===== config.mk =====
export PLATFORM = sky130hd
export DESIGN_NAME = clr_lane_receiver
export DESIGN_NICKNAME = d
export VERILOG_FILES = /design/src/clr_pkg.sv /design/src/clr_lane_receiver.sv
export SDC_FILE = /design/constraint.sdc
export NUM_CORES = 1
export LEC_CHECK = 0
export BUFFER_PORTS_ARGS = -buffer_cell sky130_fd_sc_hd__buf_4
export CELL_PAD_IN_SITES_DETAIL_PLACEMENT = 1
export CELL_PAD_IN_SITES_GLOBAL_PLACEMENT = 1
export CORE_UTILIZATION = 35
export CTS_CLUSTER_DIAMETER = 60
export DETAILED_ROUTE_END_ITERATION = 12
export PLACE_DENSITY = 0.67
export SLEW_MARGIN = 20
export SYNTH_ARGS = -nofsm -noshare
export SYNTH_HDL_FRONTEND = slang
export SYNTH_SLANG_ARGS = --single-unit

===== constraint.sdc =====
create_clock -name clock -period 7.55 [get_ports clock]
set_clock_uncertainty 0.15 [all_clocks]
set_input_delay 0 -clock clock [delete_from_list [all_inputs] [get_ports clock]]
set_output_delay 0 -clock clock [all_outputs]
set_load 0.005 [all_outputs]

===== src/clr_pkg.sv =====
package clr_pkg;
  // lane line states as {dp, dn}
  localparam logic [1:0]  LP_STOP      = 2'h3;
  localparam logic [1:0]  LP_RQST      = 2'h1;
  localparam logic [1:0]  LP_BRDG      = 2'h0;
  localparam logic [7:0]  HS_SYNC      = 8'hb8;
  localparam logic [5:0]  SHORT_DT_MAX = 6'h0f;
  localparam logic [15:0] CRC_POLY     = 16'h8408;
  localparam logic [15:0] CRC_INIT     = 16'hffff;
  localparam logic [1:0]  HDR_LAST     = 2'h3;
  // lane count selection
  localparam logic [1:0]  LANES_1      = 2'h0;
  localparam logic [1:0]  LANES_2      = 2'h1;
  // ecc parity masks over header bits 23..0, parity bit 0 last
  localparam logic [5:0][23:0] ECC_MASK = {24'heffc00, 24'hdf03f0,
    24'hb8e38e, 24'h749a6d, 24'hf2555b, 24'hf12cb7};

  typedef enum logic [1:0] {
    LS_STOP = 2'h0,
    LS_RQST = 2'h1,
    LS_HS   = 2'h3
  } clr_lane_e;

  typedef enum logic [1:0] {
    PS_HDR = 2'h0,
    PS_PAY = 2'h1,
    PS_CRC = 2'h3
  } clr_parse_e;

  typedef struct packed {
    logic [7:0] data;
    logic       sop;
    logic       eop;
  } clr_item_s;

  typedef struct packed {
    logic [7:0]  di;
    logic [15:0] word;
  } clr_short_s;
endpackage : clr_pkg


===== src/clr_lane_receiver.sv =====
`timescale 1ns/10ps
// Behaviour
// - target only, lanes are never driven
// - escape mode sequences are not decoded
// - each lane tracked as low-power or high-speed
// - high-speed entered after stop, request, bridge
// - high-speed held until stop is seen
// - termination enable while lane is high-speed
// - bridge line state kept through the burst
// - clock lane uses same state tracking
// - input selects continuous or gated clock lane
// - continuous mode flags clock lane leaving high-speed
// - one, two or four data lanes
// - data type up to 0x0f is short
// - short packets as sync markers, long carry payload
// - long header, payload, then checksum footer
// - header ecc corrects one data bit, flags two bits or a parity bit
// - payload checksum compared with footer
// - start and sync errors reported per lane
module clr_lane_receiver
  import clr_pkg::*;
#(
  parameter int LANES = 4
) (
  // clock and reset
  input  wire logic             clock,
  input  wire logic             arst_n,
  // configuration
  input  wire logic             cont_clk_mode,
  input  wire logic [1:0]       lane_cfg,
  // lane pins: lines {dp,dn}, lane 4 is the clock lane
  input  wire logic [9:0]       lp_lines,
  input  wire logic             link_clk,
  input  wire logic [31:0]      hs_bytes,
  output logic      [4:0]       term_en,
  // payload stream
  output clr_pkg::clr_item_s    out_item,
  output logic                  out_valid,
  input  wire logic             out_ready,
  // short packets and status pulses
  output clr_pkg::clr_short_s   short_pkt,
  output logic                  short_valid,
  output logic                  ecc_corr,
  output logic                  ecc_err,
  output logic                  crc_err,
  output logic      [3:0]       sot_err,
  output logic      [3:0]       sot_sync_err,
  output logic                  clk_mode_err
);
  import clr_pkg::*;

  // lane slots are hard wired, so refuse any other count at elaboration
  if (LANES != 4)
  begin : g_lanes_chk
    $error("only four lane slots supported");
  end

  function automatic logic [5:0] ecc_calc(input logic [23:0] d);
    logic [5:0] p;
    p = '0;
    for (int k = 0; k < 6; k++) p[k] = ^(d & ECC_MASK[k]);
    return p;
  endfunction : ecc_calc

  function automatic logic [15:0] crc_byte(input logic [15:0] c,
                                           input logic [7:0]  b);
    logic [15:0] r;
    r = c;
    for (int k = 0; k < 8; k++)
      r = (r[0] ^ b[k]) ? ((r >> 1) ^ CRC_POLY) : (r >> 1);
    return r;
  endfunction : crc_byte

  // ****************************************
  // input synchronisers
  // ****************************************
  logic [9:0]  lp_s1, lp_s2, lp_s3, lp_f;
  logic [2:0]  lk_s;
  logic        lk_f;
  logic [31:0] hb_s1, hb_s2, hb_s3;
  wire  [9:0]  lp_next = (lp_s2 == lp_s3) ? lp_s3 : lp_f;
  wire         lk_next = (lk_s[1] == lk_s[2]) ? lk_s[2] : lk_f;
  wire         lk_edge = lk_next & ~lk_f;

  always_ff @(posedge clock or negedge arst_n)
    if (!arst_n)
    begin
      lp_s1 <= {5{LP_STOP}};
      lp_s2 <= {5{LP_STOP}};
      lp_s3 <= {5{LP_STOP}};
      lp_f  <= {5{LP_STOP}};
      lk_s  <= '0;
      lk_f  <= 1'b0;
      hb_s1 <= '0;
      hb_s2 <= '0;
      hb_s3 <= '0;
    end
    else
    begin
      lp_s1 <= lp_lines;
      lp_s2 <= lp_s1;
      lp_s3 <= lp_s2;
      lp_f  <= lp_next;
      lk_s  <= {lk_s[1:0], link_clk};
      lk_f  <= lk_next;
      hb_s1 <= hs_bytes;
      hb_s2 <= hb_s1;
      hb_s3 <= hb_s2;
    end

  // ****************************************
  // lane state tracking
  // ****************************************
  // no lane output exists: pins are listen only
  // escape entry (stop to 10) is simply not followed
  clr_lane_e  st     [5];
  logic [3:0] found, tried;
  wire  [3:0] act = (lane_cfg == LANES_1) ? 4'h1 :
                    (lane_cfg == LANES_2) ? 4'h3 : 4'hf;

  for (genvar i = 0; i < 5; i++)
  begin : g_lane
    wire [1:0] lp = lp_f[2*i +: 2];
    clr_lane_e nxt;
    always_comb
    begin
      nxt = st[i];
      case (st[i])
        LS_STOP: if (lp == LP_RQST) nxt = LS_RQST;
        LS_RQST: if (lp == LP_BRDG) nxt = LS_HS;
                 else if (lp != LP_RQST) nxt = LS_STOP;
        LS_HS:   if (lp == LP_STOP) nxt = LS_STOP;
        default: nxt = LS_STOP;
      endcase
    end
    always_ff @(posedge clock or negedge arst_n)
      if (!arst_n) st[i] <= LS_STOP;
      else         st[i] <= nxt;
    assign term_en[i] = (st[i] == LS_HS);
  end

  for (genvar i = 0; i < 4; i++)
  begin : g_sync
    wire [7:0] b    = hb_s3[8*i +: 8];
    wire [7:0] x    = b ^ HS_SYNC;
    wire       one  = (x != 8'h00) && ((x & (x - 8'h01)) == 8'h00);
    wire       look = act[i] && term_en[i] && lk_edge && !tried[i];
    always_ff @(posedge clock or negedge arst_n)
      if (!arst_n)
      begin
        found[i]        <= 1'b0;
        tried[i]        <= 1'b0;
        sot_err[i]      <= 1'b0;
        sot_sync_err[i] <= 1'b0;
      end
      else
      begin
        // first byte of burst checked against the sync pattern
        if (!term_en[i])
        begin
          found[i] <= 1'b0;
          tried[i] <= 1'b0;
        end
        else if (look)
        begin
          tried[i] <= 1'b1;
          found[i] <= (x == 8'h00) || one;
        end
        sot_err[i]      <= look && one;
        sot_sync_err[i] <= look && (x != 8'h00) && !one;
      end
  end

  always_ff @(posedge clock or negedge arst_n)
    if (!arst_n) clk_mode_err <= 1'b0;
    else         clk_mode_err <= cont_clk_mode && term_en[4] &&
                                 (lp_f[9:8] == LP_STOP);

  // ****************************************
  // lane merge
  // ****************************************
  // the emitter has eight clocks per link byte; a stall longer than
  // that overwrites the held word
  logic [31:0] mrg_data;
  logic [2:0]  mrg_left;
  logic [1:0]  mrg_sel;
  logic        pa_ready;
  wire         burst_ok = ((found & act) == act);
  wire         mrg_load = lk_edge && burst_ok;
  wire         emit     = (mrg_left != 3'h0) && pa_ready;
  wire  [7:0]  eb       = mrg_data[{mrg_sel, 3'h0} +: 8];
  wire  [2:0]  act_n    = (lane_cfg == LANES_1) ? 3'h1 :
                          (lane_cfg == LANES_2) ? 3'h2 : 3'h4;

  always_ff @(posedge clock or negedge arst_n)
    if (!arst_n)
    begin
      mrg_data <= '0;
      mrg_left <= '0;
      mrg_sel  <= '0;
    end
    else if (mrg_load)
    begin
      mrg_data <= hb_s3;
      mrg_left <= act_n;
      mrg_sel  <= 2'h0;
    end
    else if (emit)
    begin
      mrg_left <= mrg_left - 3'h1;
      mrg_sel  <= mrg_sel + 2'h1;
    end

  // ****************************************
  // packet parser
  // ****************************************
  clr_parse_e  ps;
  logic [1:0]  hidx;
  logic [23:0] hdr;
  logic [15:0] wc_left, crc, crc_rx;
  logic        drop, first, cidx, buf_in_ready;
  wire  [23:0] hraw  = hdr;
  wire  [5:0]  syn   = ecc_calc(hraw) ^ eb[5:0];
  logic [23:0] hfix;
  logic        fixed;
  always_comb
  begin
    hfix  = hraw;
    fixed = 1'b0;
    for (int k = 0; k < 24; k++)
      if (syn != 6'h0 && syn == {ECC_MASK[5][k], ECC_MASK[4][k],
          ECC_MASK[3][k], ECC_MASK[2][k], ECC_MASK[1][k], ECC_MASK[0][k]})
      begin
        hfix[k] = ~hraw[k];
        fixed   = 1'b1;
      end
  end
  wire hdr_end  = emit && !drop && ps == PS_HDR && hidx == HDR_LAST;
  wire bad      = (syn != 6'h0) && !fixed;
  wire is_short = hfix[5:0] <= SHORT_DT_MAX;
  wire pay_push = emit && !drop && ps == PS_PAY;
  wire burst_end = !term_en[0];
  assign pa_ready = (ps != PS_PAY) || buf_in_ready;

  always_ff @(posedge clock or negedge arst_n)
    if (!arst_n)
    begin
      ps <= PS_HDR; hidx <= '0; hdr <= '0; wc_left <= '0;
      crc <= CRC_INIT; crc_rx <= '0; cidx <= 1'b0; drop <= 1'b0;
      first <= 1'b0; short_pkt <= '0; short_valid <= 1'b0;
      ecc_corr <= 1'b0; ecc_err <= 1'b0; crc_err <= 1'b0;
    end
    else
    begin
      short_valid <= hdr_end && !bad && is_short;
      ecc_corr    <= hdr_end && fixed;
      ecc_err     <= hdr_end && bad;
      crc_err     <= 1'b0;
      if (burst_end)
      begin
        ps <= PS_HDR; hidx <= '0; drop <= 1'b0;
      end
      else if (emit && !drop)
        case (ps)
          PS_HDR:
          begin
            hidx <= hidx + 2'h1;
            hdr  <= {eb, hdr[23:8]};
            if (hidx == HDR_LAST)
            begin
              hidx      <= '0;
              hdr       <= hfix;
              short_pkt <= '{di: hfix[7:0], word: hfix[23:8]};
              crc       <= CRC_INIT;
              first     <= 1'b1;
              cidx      <= 1'b0;
              wc_left   <= hfix[23:8];
              if (bad) drop <= 1'b1;
              else if (!is_short)
                ps <= (hfix[23:8] == 16'h0) ? PS_CRC : PS_PAY;
            end
          end
          PS_PAY:
          begin
            crc     <= crc_byte(crc, eb);
            first   <= 1'b0;
            wc_left <= wc_left - 16'h1;
            if (wc_left == 16'h1) ps <= PS_CRC;
          end
          PS_CRC:
          begin
            cidx   <= 1'b1;
            crc_rx <= {eb, crc_rx[15:8]};
            if (cidx)
            begin
              ps      <= PS_HDR;
              crc_err <= ({eb, crc_rx[15:8]} != crc);
            end
          end
          default: ps <= PS_HDR;
        endcase
    end

  // ****************************************
  // two-entry output buffer
  // ****************************************
  clr_item_s  bq [2];
  logic [1:0] bcnt;
  logic       wp, rp;
  wire        b_push = pay_push && buf_in_ready;
  wire        b_pop  = out_valid && out_ready;
  assign buf_in_ready = (bcnt != 2'h2);
  assign out_valid    = (bcnt != 2'h0);
  assign out_item     = bq[rp];

  always_ff @(posedge clock or negedge arst_n)
    if (!arst_n)
    begin
      bq[0] <= '0; bq[1] <= '0; bcnt <= '0; wp <= 1'b0; rp <= 1'b0;
    end
    else
    begin
      if (b_push)
      begin
        bq[wp] <= '{data: eb, sop: first, eop: (wc_left == 16'h1)};
        wp     <= ~wp;
      end
      if (b_pop) rp <= ~rp;
      bcnt <= bcnt + {1'b0, b_push} - {1'b0, b_pop};
    end
endmodule : clr_lane_receiver


==> results of run 1 <==
## layer usage
| layer | GRT usage, % | share of wire, % |
|---|---|---|
| met1 | 23.61 | 44 |
| met2 | 31.25 | 50 |
| met3 | 3.295 | 4.3 |
| met5 | 0 | 0.022 |
| met4 | 5.862 | 2.3 |
## power by group
| group | switching (mW) | internal (mW) | total, mW |
|---|---|---|---|
| Clock | 0.775 | 1.24 | 2.02 |
| Combinational | 1.31 | 0.825 | 2.14 |
| Sequential | 0.161 | 1.88 | 2.04 |
| Total | 2.25 | 3.95 | 6.19 |
## timing repair
action                     4_1_cts  5_1_grt
hold endpoints to repair       196        0
hold buffers                    94        0
setup endpoints to repair        0        0
setup buffers                    0        0
## placed cells by master, fill, tap and decap left out, types with 39 or more instances in the layout
cell and n:
nor2_1 97, buf_4 108, xor2_1 46, dfstp_2 56, nand2_1 82, dlygate4sd3_1 93, dfrtp_1 271, clkbuf_16 39
o21ai_0 62, xnor2_1 70, a21oi_1 58, mux2_2 79
## worst max-delay path, cell delays in order (launching register included)
cell,delay (ns)
dfrtp_1,0.69
mux4_2,0.70
xnor3_1,0.47
xor3_1,0.31
or2_1,0.36
or3b_4,0.47
nor2_1,0.14
xnor2_1,0.22
nand4_1,0.12
or3_1,0.35
o31ai_2,0.23
## logic make-up (layout without fill, tap and decap cells)
kind of cell    Yosys count  count (layout)
compound gates          204             204
xor+xnor                128             128
fa+ha+maj                17              17
buf+inv                  83             304
flops                   327             327
mux                      92              92
simple gates            297             297
## how the worst max path moves through the flow
stage / startpoint / endpoint / slack, ns / depth (start not counted)
global placement: mrg_sel[0] / ps[1] / 3.36 / 10
CTS: mrg_sel[0] / ps[1] / 3.20 / 10
global route: mrg_sel[0] / ps[1] / 3.01 / 10
floorplan: mrg_sel[0] / ps[1] / 3.84 / 12
finish: mrg_sel[0] / ps[1] / 3.24 / 10
detailed placement: mrg_sel[0] / ps[1] / 3.22 / 10
## state kept, by name, indices dropped and copies added (netlist names), 10 cells and up
name,count
wc_left,16
bq,20
hdr,24
lp_s2,10
hb_s2,32
crc,16
lp_f,10
st,10
short_pkt,24
mrg_data,32
lp_s1,10
lp_s3,10
hb_s1,32
hb_s3,32
## cell usage after synthesis (all sizes together), types with 11 or more instances
master	number	area, sq um
o22ai	17	106.4
dfrtp	271	6782
nor2	98	367.9
inv	27	101.4
dfstp	56	1471
xnor2	70	613.1
nor2b	15	93.84
xor2	46	402.9
nand2	82	307.8
nand3	23	115.1
a21oi	59	295.3
nor3	24	125.1
o21ai	62	310.3
mux2	79	889.6
buf	11	70.07
clkbuf	44	166.4
## cell type report
class | instances | area, sq um | area share [%]
clock buffers | 52 | 1095 | 6.258
repair buffers | 205 | 1824 | 10.43
flip-flops and latches | 327 | 8253 | 47.17
inverters | 28 | 105.1 | 0.6007
well taps | 518 | 648.1 | 3.705
multi-input cells | 738 | 5261 | 30.07
clock inverters | 19 | 309.0 | 1.766
==> key figures, run 1 <==
Min path
  – Worst hold path stage count: 4
  – Hold path endpoint: clk_mode_err
  – Worst Hold Class: in2reg
  – Worst hold start: cont_clk_mode

Synth
  – Post-synthesis mux area share: 8.126%
  – Synth unique cells: 63
  – Yosys reg bits: 327
  – Post-Syn Instances: 1148
  – Adder-Cell Fraction of Synth Area: 1.357%
  – Net Count, Synth: 1204
  – XOR/XNOR Fraction of Synth Area: 9.329%
  – Register area share after synthesis: 59.69%
  – Post-synthesis simple-gate area fraction: 10.03%
  – Synth Area in Compound Gates: 9.004%
  – Dominant synthesized flop cell: dfrtp_1
  – Largest family of logic cells by synthesized area: simple AND/OR/NAND/NOR gates
  – Synth warnings: 0
  – Synthesized area per cell: 12.04 sq um
  – Asr flop ratio synth: 100.0%
  – Post-Syn Area: 0.01383 sq mm
  – Post-synth EDFFs: 0

Clock tree
  – Clock Sinks: 327
  – CTS Buffer Depth: 3
  – Clock Root Buffer: clkbuf_16
  – Clk_lat worst skew: 0.56 ns
  – Post-cts gate resize count: 0
  – TritonCTS Buffers: 39
  – Reg clk slew, reported paths: 0.06 ns
  – TritonCTS clock tree: built
  – H-tree levels: 2

Power
  – Leak: 7.837 nW
  – Total Power: 6.195 mW
  – Max VDD drop: 0.2893 mV
  – PwrDens: 354.1 mW/mm^2

Finish
  – Layout cells sized above 1: 24.40%
  – Nets: 1395
  – P&R area growth vs syn: 26.53%
  – Non-Filler Cell Area, Final: 0.01750 sq mm
  – Non-Filler Instances: 1887
  – Ant. Diodes: 0
  – Fillers: 4004
  – Post-layout util: 45.06%

Placement
  – Buffers added on ports: 101
  – Post-DP HPWL: 23.20 mm
  – Cells after DPL: 1721
  – Gpl congestion: 0.8986
  – Placed Instance Area: 0.01511 sq mm
  – Dpl ws: 3.221 ns

Route
  – Routed vias: 9298
  – Drt wl/cell: 18.91 um
  – Drt initial violations: 351
  – DRT antenna net count: 0
  – Drt drc: 0
  – Final wirelength: 35.69 mm
  – TritonRoute pass-1 iters: 4
  – Via density per instance: 4.927

STA
  – Final Hold Viols: 0
  – Fmax: 231.9 MHz
  – Slew HR: 32.37%
  – Unrepaired setup endpoints after global routing: no
  – Final setup TNS: 0 ns
  – Worst hold slack: 0.1065 ns
  – Max-slew violation count: 0
  – Final Cycle Share: 57.13%
  – Fin crit period: 4.313 ns
  – # setup viols final: 0
  – Fin worst setup slack: 3.237 ns
  – Actual slew at the worst max-slew pin: 1.011 ns

Critical path
  – CP max FO: 10
  – Reg2reg start: mrg_sel[0]
  – R2R depth: 10
  – CP endpoint kind: flip-flop
  – Critical path startpoint category: flip-flop
  – Worst reg2reg endpoint: ps[1]
  – Required time worst endpoint: 7.86 ns
  – Critical setup path kind: reg2reg
  – Crit path DAT: 4.62 ns
  – Reg-to-reg slack, setup: 3.24 ns

GRT
  – Largest net degree at the start of global routing: 151
  – Total global routing track utilization: 18.33%
  – Initial antenna violation count: 1
  – Grt ovf: 0
  – Global-route wire length before repair: 57.91 mm
  – Vias in the first global route: 10230

Die
  – Die H: 200.8 um
  – Core Rows: 72
  – IO Count: 102
  – Starting density of the core: 35.61%
  – Die Width: 200.8 um
  – Core area: 0.03883 sq mm
  – Die footprint: 0.04030 sq mm

Status
  – Status: complete, no violations

Run
  – Max Cap Violations: 0
Note: power is estimated with default switching activity, not from simulation.
==> inputs of run 2 (changes only) <==
--- a/config.mk
+++ b/config.mk
@@ -11,7 +11,7 @@
 export CORE_UTILIZATION = 35
 export CTS_CLUSTER_DIAMETER = 60
 export DETAILED_ROUTE_END_ITERATION = 12
-export PLACE_DENSITY = 0.67
+export PLACE_DENSITY = 0.69
 export SLEW_MARGIN = 20
 export SYNTH_ARGS = -nofsm -noshare
 export SYNTH_HDL_FRONTEND = slang
==> constraint.sdc (replaced) <==
create_clock -name clock -period 3.7 [get_ports clock]
set_clock_uncertainty 0.15 [all_clocks]
set_input_delay 0 -clock clock [delete_from_list [all_inputs] [get_ports clock]]
set_output_delay 0 -clock clock [all_outputs]
set_load 0.005 [all_outputs]
==> key figures, run 2 (synthesis gave the netlist of run 1 again) <==
Run
  – Max Cap Violations: 0 (unchanged)

GRT
  – Met2 usage: 33.11% (+1.9 points)
  – Largest net degree at the start of global routing: 115 (-24%)
  – Met3 global-route usage: 3.166% (-0.13 points)
  – Top Usage Layer GRT: met2
  – Total global routing track utilization: 19.08% (+0.75 points)
  – Vias in the first global route: 10490 (+2.5%)
  – Global-route wire length before repair: 59.80 mm (+3.3%)
  – Grt ovf: 0 (unchanged)
  – Initial antenna violation count: 0 (-1)
  – M1 GR Usage: 24.27% (+0.67 points)

Route
  – DRT antenna net count: 0 (unchanged)
  – Drt drc: 0 (unchanged)
  – Via density per instance: 4.934 (+0.14%)
  – TritonRoute pass-1 iters: 4 (unchanged)
  – Routed vias: 9642 (+3.7%)
  – Final wirelength: 37.18 mm (+4.2%)
  – Drt initial violations: 418 (+19%)
  – Drt wl/cell: 19.03 um (+0.62%)

Finish
  – Multi-input gate area: 0.005343 sq mm (+1.5%)
  – P&R area growth vs syn: 29.67%
  – Commonest non-fill, non-tap cell in the layout: dfrtp_1
  – Non-Filler Instances: 1954 (+3.6%)
  – Most frequent cells in the layout: dfrtp_1 (270), buf_4 (178), nor2_1 (97)
  – Nets: 1463 (+4.9%)
  – Layout cells sized above 1: 28.90% (+4.5 points)
  – Ant. Diodes: 0 (unchanged)
  – Seq. cell area: 0.008254 sq mm (about the same)
  – Fillers: 4089 (+2.1%)

Clock tree
  – Clk_lat worst skew: 0.56 ns (about the same)
  – Reg clk slew, reported paths: 0.06 ns (about the same)
  – CTS Buffer Depth: 3 (unchanged)
  – Clock Root Buffer: clkbuf_16
  – Clock Sinks: 327 (unchanged)
  – TritonCTS clock tree: built
  – H-tree levels: 2 (unchanged)
  – TritonCTS Buffers: 38 (-2.6%)

Die
  – Core area: 0.03883 sq mm (unchanged)
  – Die H: 200.8 um (unchanged)
  – Core Rows: 72 (unchanged)
  – Starting density of the core: 35.61% (unchanged)
  – IO Count: 102 (unchanged)
  – Die footprint: 0.04030 sq mm (unchanged)
  – Die Width: 200.8 um (unchanged)

Placement
  – Post-DP HPWL: 24.96 mm (+7.6%)
  – Buffers added on ports: 101 (unchanged)
  – Gpl congestion: 0.8743 (-2.7%)
  – Cells after DPL: 1793 (+4.2%)

Critical path
  – Reg-to-reg slack, setup: 0.16 ns (-3.08 ns)
  – Worst reg2reg endpoint: ps[1]
  – R2R depth: 12 (+2)
  – CP max FO: 7 (-3)
  – CP cell instances: buf_4 -> xnor2_1 -> xnor3_2 -> xor3_1 -> or2_1 -> buf_4 -> nor3_1 -> buf_4 -> xnor2_1 -> and4b_1 -> nand3_1 -> o31ai_2
  – Required time worst endpoint: 4.02 ns (-3.84 ns)
  – Crit path DAT: 3.86 ns (-0.76 ns)
  – Most used cell, CP: buf_4
  – Crit path largest cell delay: 0.46 ns (-0.24 ns)
  – Critical path startpoint category: flip-flop
  – Reg2reg start: hdr[20]
  – CP endpoint kind: flip-flop
  – Slowest cell on the critical path: xnor3_2
  – Critical setup path kind: reg2reg

Status
  – Status: complete, but fails checks
  – Failing checks: hold timing

Min path
  – Worst Hold Class: in2async

Power
  – Max VDD drop: 0.6306 mV (+120%)
  – PwrDens: 754.8 mW/mm^2 (+110%)
  – Leak: 8.137 nW (+3.8%)

STA
  – Fmax: 282.5 MHz (+22%)
  – Actual slew at the worst max-slew pin: 0.9758 ns (-0.03491 ns)
  – Final Cycle Share: 95.67% (+39 points)
  – Final Hold Viols: 7 (+7)
  – Slew HR: 34.95% (+2.6 points)
  – # setup viols final: 0 (unchanged)
  – Unrepaired setup endpoints after global routing: yes
  – Worst hold slack: -0.03312 ns (-0.1396 ns)
  – Fin crit period: 3.540 ns (-0.7734 ns)
  – Max-slew violation count: 0 (unchanged)
==> run 2: worst max-delay path by stage <==
stage	startpoint	endpoint	slack, ns	cells after the start
2_1_floorplan	mrg_sel[0]	ps[1]	0.02	12
5_1_grt	hdr[23]	ps[1]	-0.01	10
4_1_cts	hdr[23]	ps[1]	0.007	10
6_report	hdr[20]	ps[1]	0.16	12
3_3_place_gp	hdr[23]	ps[1]	0.12	9
3_5_place_dp	mrg_sel[0]	ps[1]	-0.05	10
==> run 2: where the power goes <==
group          internal [mW]  switching (mW)  total (mW)
registers               3.84           0.257        4.10
logic                   2.49            3.22        5.72
clock network           2.15            1.57        3.72
==> run 2: timing repair <==
action / CTS / global route
hold buffers: 91 / 0
hold endpoints to repair: 171 / 0
resized for setup: 2 / 14
pin swaps: 0 / 1
buffers inserted: 0 / 1
endpoints found under the setup margin: 2 / 5
==> run 2: metrics by stage <==
stage                     power (mW)  setup WS (ns)  TNS [ns]  util [%]  cell area [sq um]
after global placement         9.406         0.1162         0     40.37              15680
after detailed placement       9.460       -0.05472  -0.05472     40.37              15680
after global routing           14.29       -0.01495  -0.01495     46.18              17930
after floorplan                7.403        0.01987         0         -              13830
final                          13.53         0.1603         0     46.18              17930
after CTS                      13.40       0.007309         0     45.97              17850
==> run 2: cell type report <==
cell class / count / area share [%]
Sequential cell: 327 / 46.04
Multi-Input combinational cell: 738 / 29.80
Timing Repair Buffer: 274 / 13.01
Clock buffer: 46 / 5.694
Tap cell: 518 / 3.615
Clock inverter: 23 / 1.256
Inverter: 28 / 0.5862
==> run 2: critical path, delay by kind of cell (launching register included) <==
kind,cells,cell delay (ns)
compound gates,1,0.19
xor+xnor,4,1.28
buf+inv,3,0.51
flops,1,0.39
simple gates,4,0.94
==> run 2: routing by layer <==
metal	vias to the layer above	wire length (um)
met4	0	900
met3	69	1409
li1	4502	-
met1	4899	15910
met2	172	18960
met5	-	0
